[src/rtl/ald_defs.svh]
// Register map, field positions, reset values and cycle counts of the level detect and offset nulling block.
// Included by the package, the top module and the testbench; holds definitions only.
`ifndef ALD_DEFS_SVH
`define ALD_DEFS_SVH
`define ALD_A_CHIDX 13'h0005
`define ALD_A_FMT 13'h0014
`define ALD_A_DCC 13'h0040
`define ALD_A_OFS_LO 13'h0041
`define ALD_A_OFS_HI 13'h0042
`define ALD_A_FD 13'h0045
`define ALD_A_UP_LO 13'h0047
`define ALD_A_UP_HI 13'h0048
`define ALD_A_LO_LO 13'h0049
`define ALD_A_LO_HI 13'h004A
`define ALD_A_DW_LO 13'h004B
`define ALD_A_DW_HI 13'h004C
`define ALD_ADDR_STEP 13'h0001
`define ALD_FD_EN 0
`define ALD_DCC_EN 1
`define ALD_DCC_K_LSB 2
`define ALD_DCC_FRZ 6
`define ALD_CHIDX_A 0
`define ALD_CHIDX_B 1
`define ALD_INSTR_RD 15
`define ALD_FMT_OFFBIN 2'h0
`define ALD_RST_FMT 8'h01
`define ALD_RST_CHIDX 8'h03
`define ALD_RST_DW_LO 8'h01
`define ALD_OVR_LAT 36
`define ALD_SMP_W 11
`define ALD_MAG_SH 5
`define ALD_ACC_W 44
`define ALD_DCC_FRAC 28
`define ALD_DCC_KBASE 5'h0E
`define ALD_FIFO_DEPTH 8
`define ALD_INSTR_LAST 4'hF
`define ALD_BYTE_LAST 3'h7
`endif

[src/rtl/ald_pkg.sv]
// Types shared by the level detect block: serial port states and the state records.
// Assumes ald_defs.svh is on the include path.
`include "ald_defs.svh"
package ald_pkg;
  typedef enum logic [1:0] {
    ALD_SP_IDLE = 2'b00,
    ALD_SP_INSTR = 2'b01,
    ALD_SP_DATA = 2'b10
  } ald_spi_st_t;

  // Per-channel pipeline, alert, dwell and offset estimate.
  typedef struct packed {
    logic [15:0] mag1;
    logic [15:0] x1;
    logic above2;
    logic below2;
    logic above3;
    logic below3;
    logic alert;
    logic [15:0] cnt;
    logic [`ALD_ACC_W-1:0] acc;
    logic [`ALD_SMP_W-1:0] dout;
  } ald_chan_t;

  typedef struct packed {
    logic sclk_m, sclk_s, sclk_p, csb_m, csb_s, sdi_m, sdi_s;
    ald_spi_st_t st;
    logic [3:0] bitn;
    logic [15:0] instr;
    logic rd;
    logic [12:0] addr;
    logic [7:0] shin, shout;
    logic sdo, oe;
    logic [7:0] fmt, chidx, dcc, fd, up_lo, up_hi, lo_lo, lo_hi, dw_lo, dw_hi;
    logic [1:0] vld;
    ald_chan_t [1:0] ch;
  } ald_top_t;
endpackage

[src/rtl/ald_strm_if.sv]
// Valid/ready word stream between the sample path and the output buffer.
// Assumes both ends run on the same clock.
`timescale 1ns/10ps
`default_nettype none
interface ald_strm_if #(parameter int W = 8);
  logic valid;
  logic ready;
  logic [W-1:0] data;
  modport src (output valid, output data, input ready);
  modport snk (input valid, input data, output ready);
endinterface
`default_nettype wire

[src/rtl/ald_dly.sv]
// Fixed delay line for a one-bit flag, used to match the converter pipeline.
// Assumes din is synchronous to clk.
`timescale 1ns/10ps
`default_nettype none
module ald_dly #(parameter int N = 36) (
  input wire logic clk,
  input wire logic rstn,
  input wire logic din,
  output logic dout
);
  typedef struct packed {logic [N-1:0] sr;} ald_dly_t;
  ald_dly_t q, d;

  // Each clock moves the flag one stage on.
  always_comb begin
    d = q;
    d.sr = {q.sr[N-2:0], din};
  end

  always_ff @(posedge clk) begin
    if (!rstn) begin
      q <= '0;
    end else begin
      q <= d;
    end
  end

  assign dout = q.sr[N-1];
endmodule
`default_nettype wire

[src/rtl/ald_fifo.sv]
// Flip-flop FIFO of DEPTH words, valid/ready on both sides.
// Assumes DEPTH is a power of two and one clock for both sides.
`timescale 1ns/10ps
`default_nettype none
module ald_fifo #(parameter int W = 22, parameter int DEPTH = 8) (
  input wire logic clk,
  input wire logic rstn,
  ald_strm_if.snk in_s,
  ald_strm_if.src out_s
);
  localparam int AW = $clog2(DEPTH);
  typedef struct packed {
    logic [DEPTH-1:0][W-1:0] mem;
    logic [AW:0] wp, rp;
  } ald_fifo_t;
  ald_fifo_t q, d;
  logic full, empty;

  // The extra pointer bit tells a full buffer from an empty one.
  assign empty = (q.wp == q.rp);
  assign full = (q.wp[AW] != q.rp[AW]) && (q.wp[AW-1:0] == q.rp[AW-1:0]);
  assign in_s.ready = !full;
  assign out_s.valid = !empty;
  assign out_s.data = q.mem[q.rp[AW-1:0]];

  always_comb begin
    d = q;
    if (in_s.valid && !full) begin
      d.mem[q.wp[AW-1:0]] = in_s.data;
      d.wp = q.wp + 1'b1;
    end
    if (out_s.ready && !empty) begin
      d.rp = q.rp + 1'b1;
    end
  end

  always_ff @(posedge clk) begin
    if (!rstn) begin
      q <= '0;
    end else begin
      q <= d;
    end
  end
endmodule
`default_nettype wire

[src/rtl/ald_top.sv]
// Level detect and offset nulling for two converter channels, with its serial register port.
// Samples, overrange flags and sample valid arrive on clk; the serial port pins are asynchronous.
`timescale 1ns/10ps
`default_nettype none
`include "ald_defs.svh"
module ald_top
  import ald_pkg::*;
(
  input wire logic clk,
  input wire logic rstn,
  input wire logic [`ALD_SMP_W-1:0] adc_a_data,
  input wire logic [`ALD_SMP_W-1:0] adc_b_data,
  input wire logic adc_a_ovr,
  input wire logic adc_b_ovr,
  input wire logic adc_valid,
  output logic adc_sample_ready,
  output logic overrange_a,
  output logic overrange_b,
  output logic level_alert_chan_a,
  output logic level_alert_chan_b,
  output logic [2*`ALD_SMP_W-1:0] link_data,
  output logic link_valid,
  input wire logic link_ready,
  input wire logic sclk,
  input wire logic csb_n,
  input wire logic sdio_in,
  output logic sdio_out,
  output logic sdio_oe
);
  ald_top_t q, d;
  ald_chan_t ch_nxt [2];
  logic [`ALD_SMP_W-1:0] smp [2];
  logic rise, fall;
  logic [7:0] wbyte;
  logic fd_en, dcc_en, dcc_frz, offbin;
  logic [3:0] dcc_k;
  logic [15:0] up_thr, lo_thr, dwell, ofs_rb;

  ald_strm_if #(.W(2*`ALD_SMP_W)) fin ();
  ald_strm_if #(.W(2*`ALD_SMP_W)) fout ();

  assign smp[0] = adc_a_data;
  assign smp[1] = adc_b_data;

  // Configuration fields as the datapath sees them.
  assign fd_en = q.fd[`ALD_FD_EN];
  assign up_thr = {q.up_hi, q.up_lo};
  assign lo_thr = {q.lo_hi, q.lo_lo};
  assign dwell = {q.dw_hi, q.dw_lo};
  assign dcc_k = q.dcc[`ALD_DCC_K_LSB+3:`ALD_DCC_K_LSB];
  assign dcc_frz = q.dcc[`ALD_DCC_FRZ];
  assign dcc_en = q.dcc[`ALD_DCC_EN];
  assign offbin = (q.fmt[1:0] == `ALD_FMT_OFFBIN);

  // Readback follows channel B only when B alone is selected, otherwise channel A.
  assign ofs_rb = (q.chidx[`ALD_CHIDX_B] && !q.chidx[`ALD_CHIDX_A]) ?
                  q.ch[1].acc[`ALD_ACC_W-1 -: 16] : q.ch[0].acc[`ALD_ACC_W-1 -: 16];

  // Edges are taken from the second and third stages; the first stage feeds nothing else.
  assign rise = q.sclk_s && !q.sclk_p;
  assign fall = !q.sclk_s && q.sclk_p;
  assign wbyte = {q.shin[6:0], q.sdi_s};

  // Register read mux; unmapped addresses read as zero.
  function automatic logic [7:0] rd_byte(input logic [12:0] a, input ald_top_t s, input logic [15:0] ofs);
    logic [7:0] v;
    v = 8'h00;
    case (a)
      `ALD_A_CHIDX: v = s.chidx;
      `ALD_A_FMT: v = s.fmt;
      `ALD_A_DCC: v = s.dcc;
      `ALD_A_OFS_LO: v = ofs[7:0];
      `ALD_A_OFS_HI: v = ofs[15:8];
      `ALD_A_FD: v = s.fd;
      `ALD_A_UP_LO: v = s.up_lo;
      `ALD_A_UP_HI: v = s.up_hi;
      `ALD_A_LO_LO: v = s.lo_lo;
      `ALD_A_LO_HI: v = s.lo_hi;
      `ALD_A_DW_LO: v = s.dw_lo;
      `ALD_A_DW_HI: v = s.dw_hi;
      default: v = 8'h00;
    endcase
    return v;
  endfunction

  // Serial port, register writes and the sample valid pipe.
  always_comb begin
    d = q;
    d.sclk_m = sclk;
    d.sclk_s = q.sclk_m;
    d.sclk_p = q.sclk_s;
    d.csb_m = csb_n;
    d.csb_s = q.csb_m;
    d.sdi_m = sdio_in;
    d.sdi_s = q.sdi_m;
    d.vld = {q.vld[0], adc_valid};
    d.ch[0] = ch_nxt[0];
    d.ch[1] = ch_nxt[1];
    if (q.csb_s) begin
      // Chip select high ends any frame and releases the data pin.
      d.st = ALD_SP_IDLE;
      d.oe = 1'b0;
      d.bitn = '0;
    end else begin
      unique case (q.st)
        ALD_SP_IDLE: begin
          d.st = ALD_SP_INSTR;
          d.bitn = '0;
        end
        ALD_SP_INSTR: begin
          if (rise) begin
            d.instr = {q.instr[14:0], q.sdi_s};
            d.bitn = q.bitn + 4'h1;
            if (q.bitn == `ALD_INSTR_LAST) begin
              d.st = ALD_SP_DATA;
              d.bitn = '0;
              d.rd = d.instr[`ALD_INSTR_RD];
              d.addr = d.instr[12:0];
              d.shout = rd_byte(d.instr[12:0], q, ofs_rb);
            end
          end
        end
        ALD_SP_DATA: begin
          if (rise) begin
            d.shin = wbyte;
            d.bitn = q.bitn + 4'h1;
            if (q.bitn[2:0] == `ALD_BYTE_LAST) begin
              // Streaming walks down the address map one byte at a time.
              d.bitn = '0;
              d.addr = q.addr - `ALD_ADDR_STEP;
              d.shout = rd_byte(q.addr - `ALD_ADDR_STEP, q, ofs_rb);
              if (!q.rd) begin
                case (q.addr)
                  `ALD_A_CHIDX: d.chidx = wbyte;
                  `ALD_A_FMT: d.fmt = wbyte;
                  `ALD_A_DCC: d.dcc = wbyte;
                  `ALD_A_FD: d.fd = wbyte;
                  `ALD_A_UP_LO: d.up_lo = wbyte;
                  `ALD_A_UP_HI: d.up_hi = wbyte;
                  `ALD_A_LO_LO: d.lo_lo = wbyte;
                  `ALD_A_LO_HI: d.lo_hi = wbyte;
                  `ALD_A_DW_LO: d.dw_lo = wbyte;
                  `ALD_A_DW_HI: d.dw_hi = wbyte;
                  default: d.addr = q.addr - `ALD_ADDR_STEP;
                endcase
              end
            end
          end
          if (fall && q.rd) begin
            // Read data changes on the falling edge so the master samples it on the rise.
            d.oe = 1'b1;
            d.sdo = q.shout[7];
            d.shout = {q.shout[6:0], 1'b0};
          end
        end
        default: d.st = ALD_SP_IDLE;
      endcase
    end
  end

  // One state record for the block apart from the output buffer and overrange delays, reset synchronously.
  always_ff @(posedge clk) begin
    if (!rstn) begin
      q <= '0;
      q.csb_m <= 1'b1;
      q.csb_s <= 1'b1;
      q.fmt <= `ALD_RST_FMT;
      q.chidx <= `ALD_RST_CHIDX;
      q.dw_lo <= `ALD_RST_DW_LO;
    end else begin
      q <= d;
    end
  end

  // Per-channel detector and offset nulling; the two channels share settings but not state.
  for (genvar i = 0; i < 2; i++) begin : g_ch
    logic [`ALD_SMP_W-1:0] mag_abs;
    logic [15:0] mag_in;
    logic ovr_in;
    logic ovr_out;

    // Sign is dropped here; the most negative code maps to a magnitude of 1024.
    assign mag_abs = smp[i][`ALD_SMP_W-1] ? (~smp[i] + 1'b1) : smp[i];
    assign mag_in = {mag_abs, {`ALD_MAG_SH{1'b0}}};
    assign ovr_in = (i == 0) ? adc_a_ovr : adc_b_ovr;

    always_comb begin
      logic signed [`ALD_ACC_W:0] err;
      logic [16:0] diff;
      logic [15:0] sat;
      logic [`ALD_SMP_W-1:0] y;
      err = '0;
      diff = '0;
      sat = '0;
      y = '0;
      ch_nxt[i] = q.ch[i];
      // Four stages from sample to alert: magnitude, compare, align, decide.
      ch_nxt[i].mag1 = mag_in;
      ch_nxt[i].x1 = {smp[i], {`ALD_MAG_SH{1'b0}}};
      ch_nxt[i].above2 = q.ch[i].mag1 > up_thr;
      ch_nxt[i].below2 = q.ch[i].mag1 < lo_thr;
      ch_nxt[i].above3 = q.ch[i].above2;
      ch_nxt[i].below3 = q.ch[i].below2;
      if (!fd_en) begin
        ch_nxt[i].alert = 1'b0;
        ch_nxt[i].cnt = '0;
      end else if (q.ch[i].above3) begin
        ch_nxt[i].alert = 1'b1;
        ch_nxt[i].cnt = '0;
      end else if (q.ch[i].alert && q.ch[i].below3) begin
        // A dwell of zero behaves as one; software is expected to avoid it.
        if (({1'b0, q.ch[i].cnt} + 17'h00001) >= {1'b0, dwell}) begin
          ch_nxt[i].alert = 1'b0;
          ch_nxt[i].cnt = '0;
        end else begin
          ch_nxt[i].cnt = q.ch[i].cnt + 16'h0001;
        end
      end else begin
        ch_nxt[i].cnt = '0;
      end
      // Leaky integrator: the estimate moves by the error scaled down by 2^(k+14).
      if (!dcc_frz) begin
        err = $signed({q.ch[i].x1[15], q.ch[i].x1, {`ALD_DCC_FRAC{1'b0}}}) -
              $signed({q.ch[i].acc[`ALD_ACC_W-1], q.ch[i].acc});
        err = err >>> ({1'b0, dcc_k} + `ALD_DCC_KBASE);
        ch_nxt[i].acc = q.ch[i].acc + err[`ALD_ACC_W-1:0];
      end
      // Subtraction saturates so a large estimate cannot wrap the output.
      diff = {q.ch[i].x1[15], q.ch[i].x1};
      if (dcc_en) begin
        diff = diff - {q.ch[i].acc[`ALD_ACC_W-1], q.ch[i].acc[`ALD_ACC_W-1 -: 16]};
      end
      if (diff[16] != diff[15]) begin
        sat = diff[16] ? 16'h8000 : 16'h7FFF;
      end else begin
        sat = diff[15:0];
      end
      y = sat[15:`ALD_MAG_SH];
      if (offbin) begin
        y[`ALD_SMP_W-1] = ~y[`ALD_SMP_W-1];
      end
      ch_nxt[i].dout = y;
    end

    // Overrange is only delayed, never filtered, so it matches the sample latency.
    ald_dly #(.N(`ALD_OVR_LAT)) u_ovr (
      .clk(clk),
      .rstn(rstn),
      .din(ovr_in),
      .dout(ovr_out)
    );
    if (i == 0) begin : g_a
      assign overrange_a = ovr_out;
    end else begin : g_b
      assign overrange_b = ovr_out;
    end

    AST_UP_LAT: assert property (@(posedge clk) disable iff (!rstn)
      (fd_en && mag_in > up_thr) ##1 fd_en [*4] |-> q.ch[i].alert)
      else $error("alert not set four cycles after an upper crossing");
    AST_STAY_LOW: assert property (@(posedge clk) disable iff (!rstn)
      (!q.ch[i].alert && !q.ch[i].above3) |=> !q.ch[i].alert)
      else $error("alert rose without an upper crossing");
    AST_DWELL_HOLD: assert property (@(posedge clk) disable iff (!rstn)
      (fd_en && q.ch[i].alert && ({1'b0, q.ch[i].cnt} + 17'h00001) < {1'b0, dwell}) |=> q.ch[i].alert)
      else $error("alert cleared before the dwell time ran out");
    AST_DWELL_RST: assert property (@(posedge clk) disable iff (!rstn)
      (fd_en && q.ch[i].alert && !q.ch[i].below3) |=> (q.ch[i].cnt == 16'h0000))
      else $error("dwell count not restarted at the lower threshold");
    AST_FREEZE: assert property (@(posedge clk) disable iff (!rstn)
      dcc_frz |=> (q.ch[i].acc == $past(q.ch[i].acc)))
      else $error("offset estimate moved while frozen");
    AST_BYPASS: assert property (@(posedge clk) disable iff (!rstn)
      (!dcc_en && !offbin) |=> (q.ch[i].dout == $past(q.ch[i].x1[15:`ALD_MAG_SH])))
      else $error("sample altered while nulling is off");
    AST_OFFBIN: assert property (@(posedge clk) disable iff (!rstn)
      (!dcc_en && offbin) |=> (q.ch[i].dout == {~$past(q.ch[i].x1[15]), $past(q.ch[i].x1[14:`ALD_MAG_SH])}))
      else $error("offset binary output not formed from the sample");
  end

  // Samples are written only when the buffer can take them; a stalled link drops samples.
  assign fin.valid = q.vld[1];
  assign fin.data = {q.ch[1].dout, q.ch[0].dout};
  assign adc_sample_ready = fin.ready;
  assign fout.ready = link_ready;
  assign link_valid = fout.valid;
  assign link_data = fout.data;

  ald_fifo #(.W(2*`ALD_SMP_W), .DEPTH(`ALD_FIFO_DEPTH)) u_fifo (
    .clk(clk),
    .rstn(rstn),
    .in_s(fin.snk),
    .out_s(fout.src)
  );

  // Alert and serial data outputs come straight from flip-flops.
  assign level_alert_chan_a = q.ch[0].alert;
  assign level_alert_chan_b = q.ch[1].alert;
  assign sdio_out = q.sdo;
  assign sdio_oe = q.oe;

  AST_OVR_A: assert property (@(posedge clk) disable iff (!rstn)
    adc_a_ovr ##1 rstn [*8] |-> ##28 overrange_a)
    else $error("overrange A not shown 36 cycles after the sample");
  AST_OVR_B: assert property (@(posedge clk) disable iff (!rstn)
    !adc_b_ovr ##1 rstn [*8] |-> ##28 !overrange_b)
    else $error("overrange B shown without an overrange sample");
  AST_FD_OFF: assert property (@(posedge clk) disable iff (!rstn)
    (!fd_en) [*2] |-> (!level_alert_chan_a && !level_alert_chan_b))
    else $error("level alert active while detection is disabled");
endmodule
`default_nettype wire

[config.mk]
export PLATFORM = sky130hd
export DESIGN_NAME = ald_top
export DESIGN_NICKNAME = d
export VERILOG_FILES = /design/src/rtl/ald_pkg.sv /design/src/rtl/ald_strm_if.sv /design/src/rtl/ald_dly.sv /design/src/rtl/ald_fifo.sv /design/src/rtl/ald_top.sv
export VERILOG_INCLUDE_DIRS = /design/src /design/src/rtl
export SDC_FILE = /design/constraint.sdc
export NUM_CORES = 2
export LEC_CHECK = 0
export BUFFER_PORTS_ARGS = -buffer_cell sky130_fd_sc_hd__buf_2
export CAP_MARGIN = 40
export CELL_PAD_IN_SITES_DETAIL_PLACEMENT = 1
export CELL_PAD_IN_SITES_GLOBAL_PLACEMENT = 2
export CORE_UTILIZATION = 30
export DETAILED_ROUTE_END_ITERATION = 10
export PLACE_DENSITY = 0.67
export SYNTH_ARGS = -nofsm -noshare
export SYNTH_HDL_FRONTEND = slang
export SYNTH_HIERARCHICAL = 1
export SYNTH_SLANG_ARGS = --single-unit
[constraint.sdc]
create_clock -name clk -period 16.3 [get_ports clk]
set_clock_uncertainty 0.15 [all_clocks]
set_input_delay 0.815 -clock clk [delete_from_list [all_inputs] [get_ports clk]]
set_output_delay 0.815 -clock clk [all_outputs]
set_load 0.1 [all_outputs]
==> impl_metrics.csv <==
group,metric,value,unit
setup_path,path_cells,"inv_1 > ha_1 > nor3b_1 > nand3_1 > buf_4 > nor4_1 > o21ai_0 > and3_1 > or2_2 > mux4_1 > o21ai_0 > o31ai_1 > a22oi_1 > ha_1 > and3_1 > and3_1 > a221oi_1 > a21oi_1 > o211ai_1 > nor3b_1 > o21ai_0 > mux2i_1 > o21ai_0 > mux2i_1",
timing,fmax,124.7,MHz
timing,worst_slew_pin_slew,0.9363,ns
logic_synthesis,synth_warnings,6,
logic_synthesis,synthCells,5030,
clock_tree,cts-root-buf,"clkbuf_16",
global_route,grt_pass1_wl,237400,um
job,drv_cap,0,
timing,layout_min_cycle_time,8.022,ns
setup_path,reg2reg_depth,24,
status,status,"finished, final reports clean",
global_route,grt_pass1_vias,37660,
clock_tree,clk_pin_slew,0.06,ns
global_route,antenna_found_initial,12,
setup_path,cp-endpoint,"q[162]",
floorplan,die_area,138600,um^2
setup_path,crit_fanout,19,
drt,drtPass1Iterations,6,
setup_path,critPathSlowestCell,"nor4_1",
setup_path,critPathBufInv,2,
global_route,met2_usage,35.54,%
clock_tree,cts_htree_levels,3,
timing,setup_tns,0,ns
cells_and_area,final_core_util,33.68,%
setup_path,cp_top_family,"simple AND/OR/NAND/NOR gates",
setup_path,end_kind,"flip-flop",
placed_design,dp_slack,8.332,ns
setup_path,slowest_delay,0.73,ns
drt,drc,0,
global_route,grt.busiest_layer,"met2",
global_route,use_met1,31.02,%
logic_synthesis,synth_edf_count,0,
setup_path,path_class,"reg2reg",
setup_path,cp.depth,24,
placed_design,port_buffers,60,
logic_synthesis,syn_area,41140,um^2
placed_design,gp_congestion,0.9404,
power_and_ir_drop,powerDensity,167.2,nW/um^2
timing,finalCritPeriodShare,49.22,%
floorplan,die_h,372.3,um
power_and_ir_drop,switchingPower,3.403,mW
drt,drt_wl_total,156100,um
drt,post_drt_wl_per_cell,23.13,um
logic_synthesis,synth_area_leaders,"dfxtp_1 29%, mux2i_1 8.5%, nand2_1 6.3%",
logic_synthesis,syn_nets,5268,
clock_tree,clockBufferDepth,3,
global_route,grt_overflow,0,
global_route,track_usage,22.12,%
power_and_ir_drop,ir_worst_vdd,0.00007401,V
clock_tree,cts_resized,0,
timing,fin_ws,8.278,ns
cells_and_area,multi_input_area,27420,um^2
logic_synthesis,synth.distinct_cells,106,
logic_synthesis,avgSynthCellArea,8.178,um^2
logic_synthesis,synth_top_cell_by_area,"dfxtp_1",
global_route,grt_max_degree,114,
floorplan,ioPinCount,61,
cells_and_area,regArea,11850,um^2
clock_tree,cts_buffers,75,
setup_path,crit_required,16.69,ns
power_and_ir_drop,p_int,4.244,mW
logic_synthesis,synth.top_cell.area_share,28.76,%
logic_synthesis,yosysSeqAreaShare,28.76,%
drt,post_drt_via_cell_ratio,5.539,
clock_tree,hold_buffers,0,
cells_and_area,final_nets,5141,
timing,finalHoldViolCount,0,
clock_tree,cts_setup_buffers,0,
setup_path,arrival,8.42,ns
power_and_ir_drop,p_clk_share,23.9,%
logic_synthesis,ys.flop_type,"dfxtp_1",
clock_tree,cts.sinks,591,
timing,slew_viol_final,0,
floorplan,fp.dieW,372.3,um
timing,setup_viol_count_final,0,
drt,first_iter_violations,2469,
cells_and_area,instances_no_fill,6748,
logic_synthesis,synthArstFlopShare,0,%
setup_path,r2r_setup_slack,8.28,ns
setup_path,critPathLaunchType,"flip-flop",
timing,rsz0062_at_grt,"false",
setup_path,crit-reg2reg-launch,"q[120]",
placed_design,hpwl,115700,um
floorplan,start_util,30.29,%
placed_design,dpl.cell_count,6607,
power_and_ir_drop,totalPowerFinal,7.648,mW
setup_path,crit_start,"q[120]",
power_and_ir_drop,pwr-share-comb,52.6,%
clock_tree,worstSkewPairLatency,0.69,ns
cells_and_area,nFillCells,16100,
cells_and_area,layout-drive-gt1-share,11.20,%
cells_and_area,syn_to_final_growth,11.19,%
logic_synthesis,ys_seq_elements,591,
setup_path,cp_common_cell,"o21ai_0",
setup_path,timing.rr.end,"q[162]",
global_route,grtUsageMet3,2.660,%
power_and_ir_drop,seq_power_share,23.5,%
power_and_ir_drop,leakage,17.60,nW
clock_tree,cts_tree,"yes",
worst_hold_path,worst_hold_path_type,"in2reg",
floorplan,coreArea,135800,um^2
power_and_ir_drop,switching_share,44.50,%
drt,vias,37380,
floorplan,num_rows,135,
timing,slew-limit-headroom,37.31,%
drt,antenna_left,0,
## layer usage
layer / vias up / wire length [um]
li1: 17870 / -
met1: 18570 / 76000
met2: 729 / 69970
met3: 209 / 5974
met4: 2 / 4117
met5: - / 12
## cells in the final DEF, fill, tap and decap left out, types with 102 or more instances in the layout
cell type / netlist / final
nand2_1: 688 / 688
dfxtp_1: 591 / 586
mux2i_1: 349 / 349
a21oi_1: 309 / 309
nor2_1: 298 / 296
o21ai_0: 290 / 289
ha_1: 205 / 204
inv_1: 137 / 135
and2_1: 126 / 126
xnor2_1: 119 / 118
nor2b_1: 108 / 107
nand3_1: 102 / 102
## kinds of logic (layout without fill, tap and decap cells)
| group | Yosys count | count (layout) | synth area share [%] |
|---|---|---|---|
| xor+xnor | 209 | 209 | 4.486 |
| simple gates | 1780 | 1780 | 21.48 |
| fa+ha+maj | 227 | 227 | 6.819 |
| compound gates | 1272 | 1272 | 20.39 |
| other cells | 0 | 3 | 0 |
| buf+inv | 485 | 419 | 4.775 |
| flops | 591 | 591 | 28.76 |
| mux | 466 | 466 | 13.29 |
## synth_stat cells, types with 16 or more instances
master / n
nand2_1: 688
dfxtp_1: 591
mux2i_1: 349
a21oi_1: 309
nor2_1: 298
o21ai_0: 290
clkbuf_1: 254
ha_1: 205
inv_1: 137
and2_1: 126
xnor2_1: 119
nor2b_1: 108
nand3_1: 102
a21o_1: 92
xor2_1: 88
a21boi_0: 76
and2_2: 72
nor3_1: 71
mux2_2: 58
mux4_2: 55
nand4_1: 45
o211ai_1: 42
a211oi_1: 40
nor4_1: 38
or3_1: 38
and3_1: 37
buf_1: 37
nand2b_1: 36
a221oi_1: 35
a31oi_1: 35
a22oi_1: 32
o22ai_1: 32
o31ai_1: 29
buf_2: 27
o21a_1: 25
or2_2: 24
o21bai_1: 23
maj3_1: 20
or4_1: 19
o211a_1: 16
## per-stage QoR
step | cell area (um^2) | hold slack, ns
2_1_floorplan | 41140 | 0.2363
3_3_place_gp | 42780 | 0.2527
3_5_place_dp | 43040 | 0.2623
4_1_cts | 45730 | 0.1220
5_1_grt | 45740 | 0.1480
6_report | 45740 | 0.1718
## worst register-to-register path, stage by stage (launching register included)
cell and delay (ns):
dfxtp_1 0.39, inv_1 0.09, ha_1 0.23, nor3b_1 0.50, nand3_1 0.13, buf_4 0.24
nor4_1 0.75, o21ai_0 0.25, and3_1 0.30, or2_2 0.30, mux4_1 0.56, o21ai_0 0.19
o31ai_1 0.11, a22oi_1 0.39, ha_1 0.38, and3_1 0.21, and3_1 0.20, a221oi_1 0.49
a21oi_1 0.22, o211ai_1 0.33, nor3b_1 0.71, o21ai_0 0.31, mux2i_1 0.20, o21ai_0 0.13
mux2i_1 0.15
## worst min path at each step
| stage | slack [ns] | from | endpoint | depth (start not counted) |
|---|---|---|---|---|
| floorplan | 0.24 | d[354] | q[354] | 1 |
| global placement | 0.25 | d[354] | q[354] | 1 |
| detailed placement | 0.26 | d[354] | q[354] | 1 |
| CTS | 0.12 | csb_n | d[354] | 2 |
| global route | 0.15 | csb_n | d[354] | 2 |
| finish | 0.17 | csb_n | d[354] | 2 |
## cell type report
| class | instances | share of cell area [%] |
|---|---|---|
| sequential | 591 | 25.90 |
| clock buffer | 99 | 4.628 |
| multi-input combinational | 3954 | 59.95 |
| timing repair buffer | 140 | 2.221 |
| antenna | 3 | 0.01641 |
| tap | 1781 | 4.872 |
| inverter | 141 | 1.157 |
| clock inverter | 39 | 1.264 |
## power groups by stage
stage | Clock [mW] | Combinational (mW) | Sequential (mW)
6_report | 1.83 | 4.02 | 1.79
5_1_grt | 1.95 | 4.45 | 1.82
4_1_cts | 1.89 | 4.02 | 1.79
3_5_place_dp | 0 | 3.99 | 1.82
3_3_place_gp | 0 | 3.97 | 1.82
2_1_floorplan | 0 | 3.00 | 1.68
## flip-flops by register name (all words and copies together) (netlist names)
register            flops
level_alert_chan_a      1
level_alert_chan_b      1
dwell                  16
dcc_k                   4
ch_nxt                  4
q                     260
dcc_frz                 1
lo_thr                 16
sdio_out                1
fin.data               22
dcc_en                  1
fin.valid               1
d                       5
fd_en                   1
sdio_oe                 1
u_fifo/q              184
g_ch.u_ovr/q           72
Power figures use the tool's default switching activity.
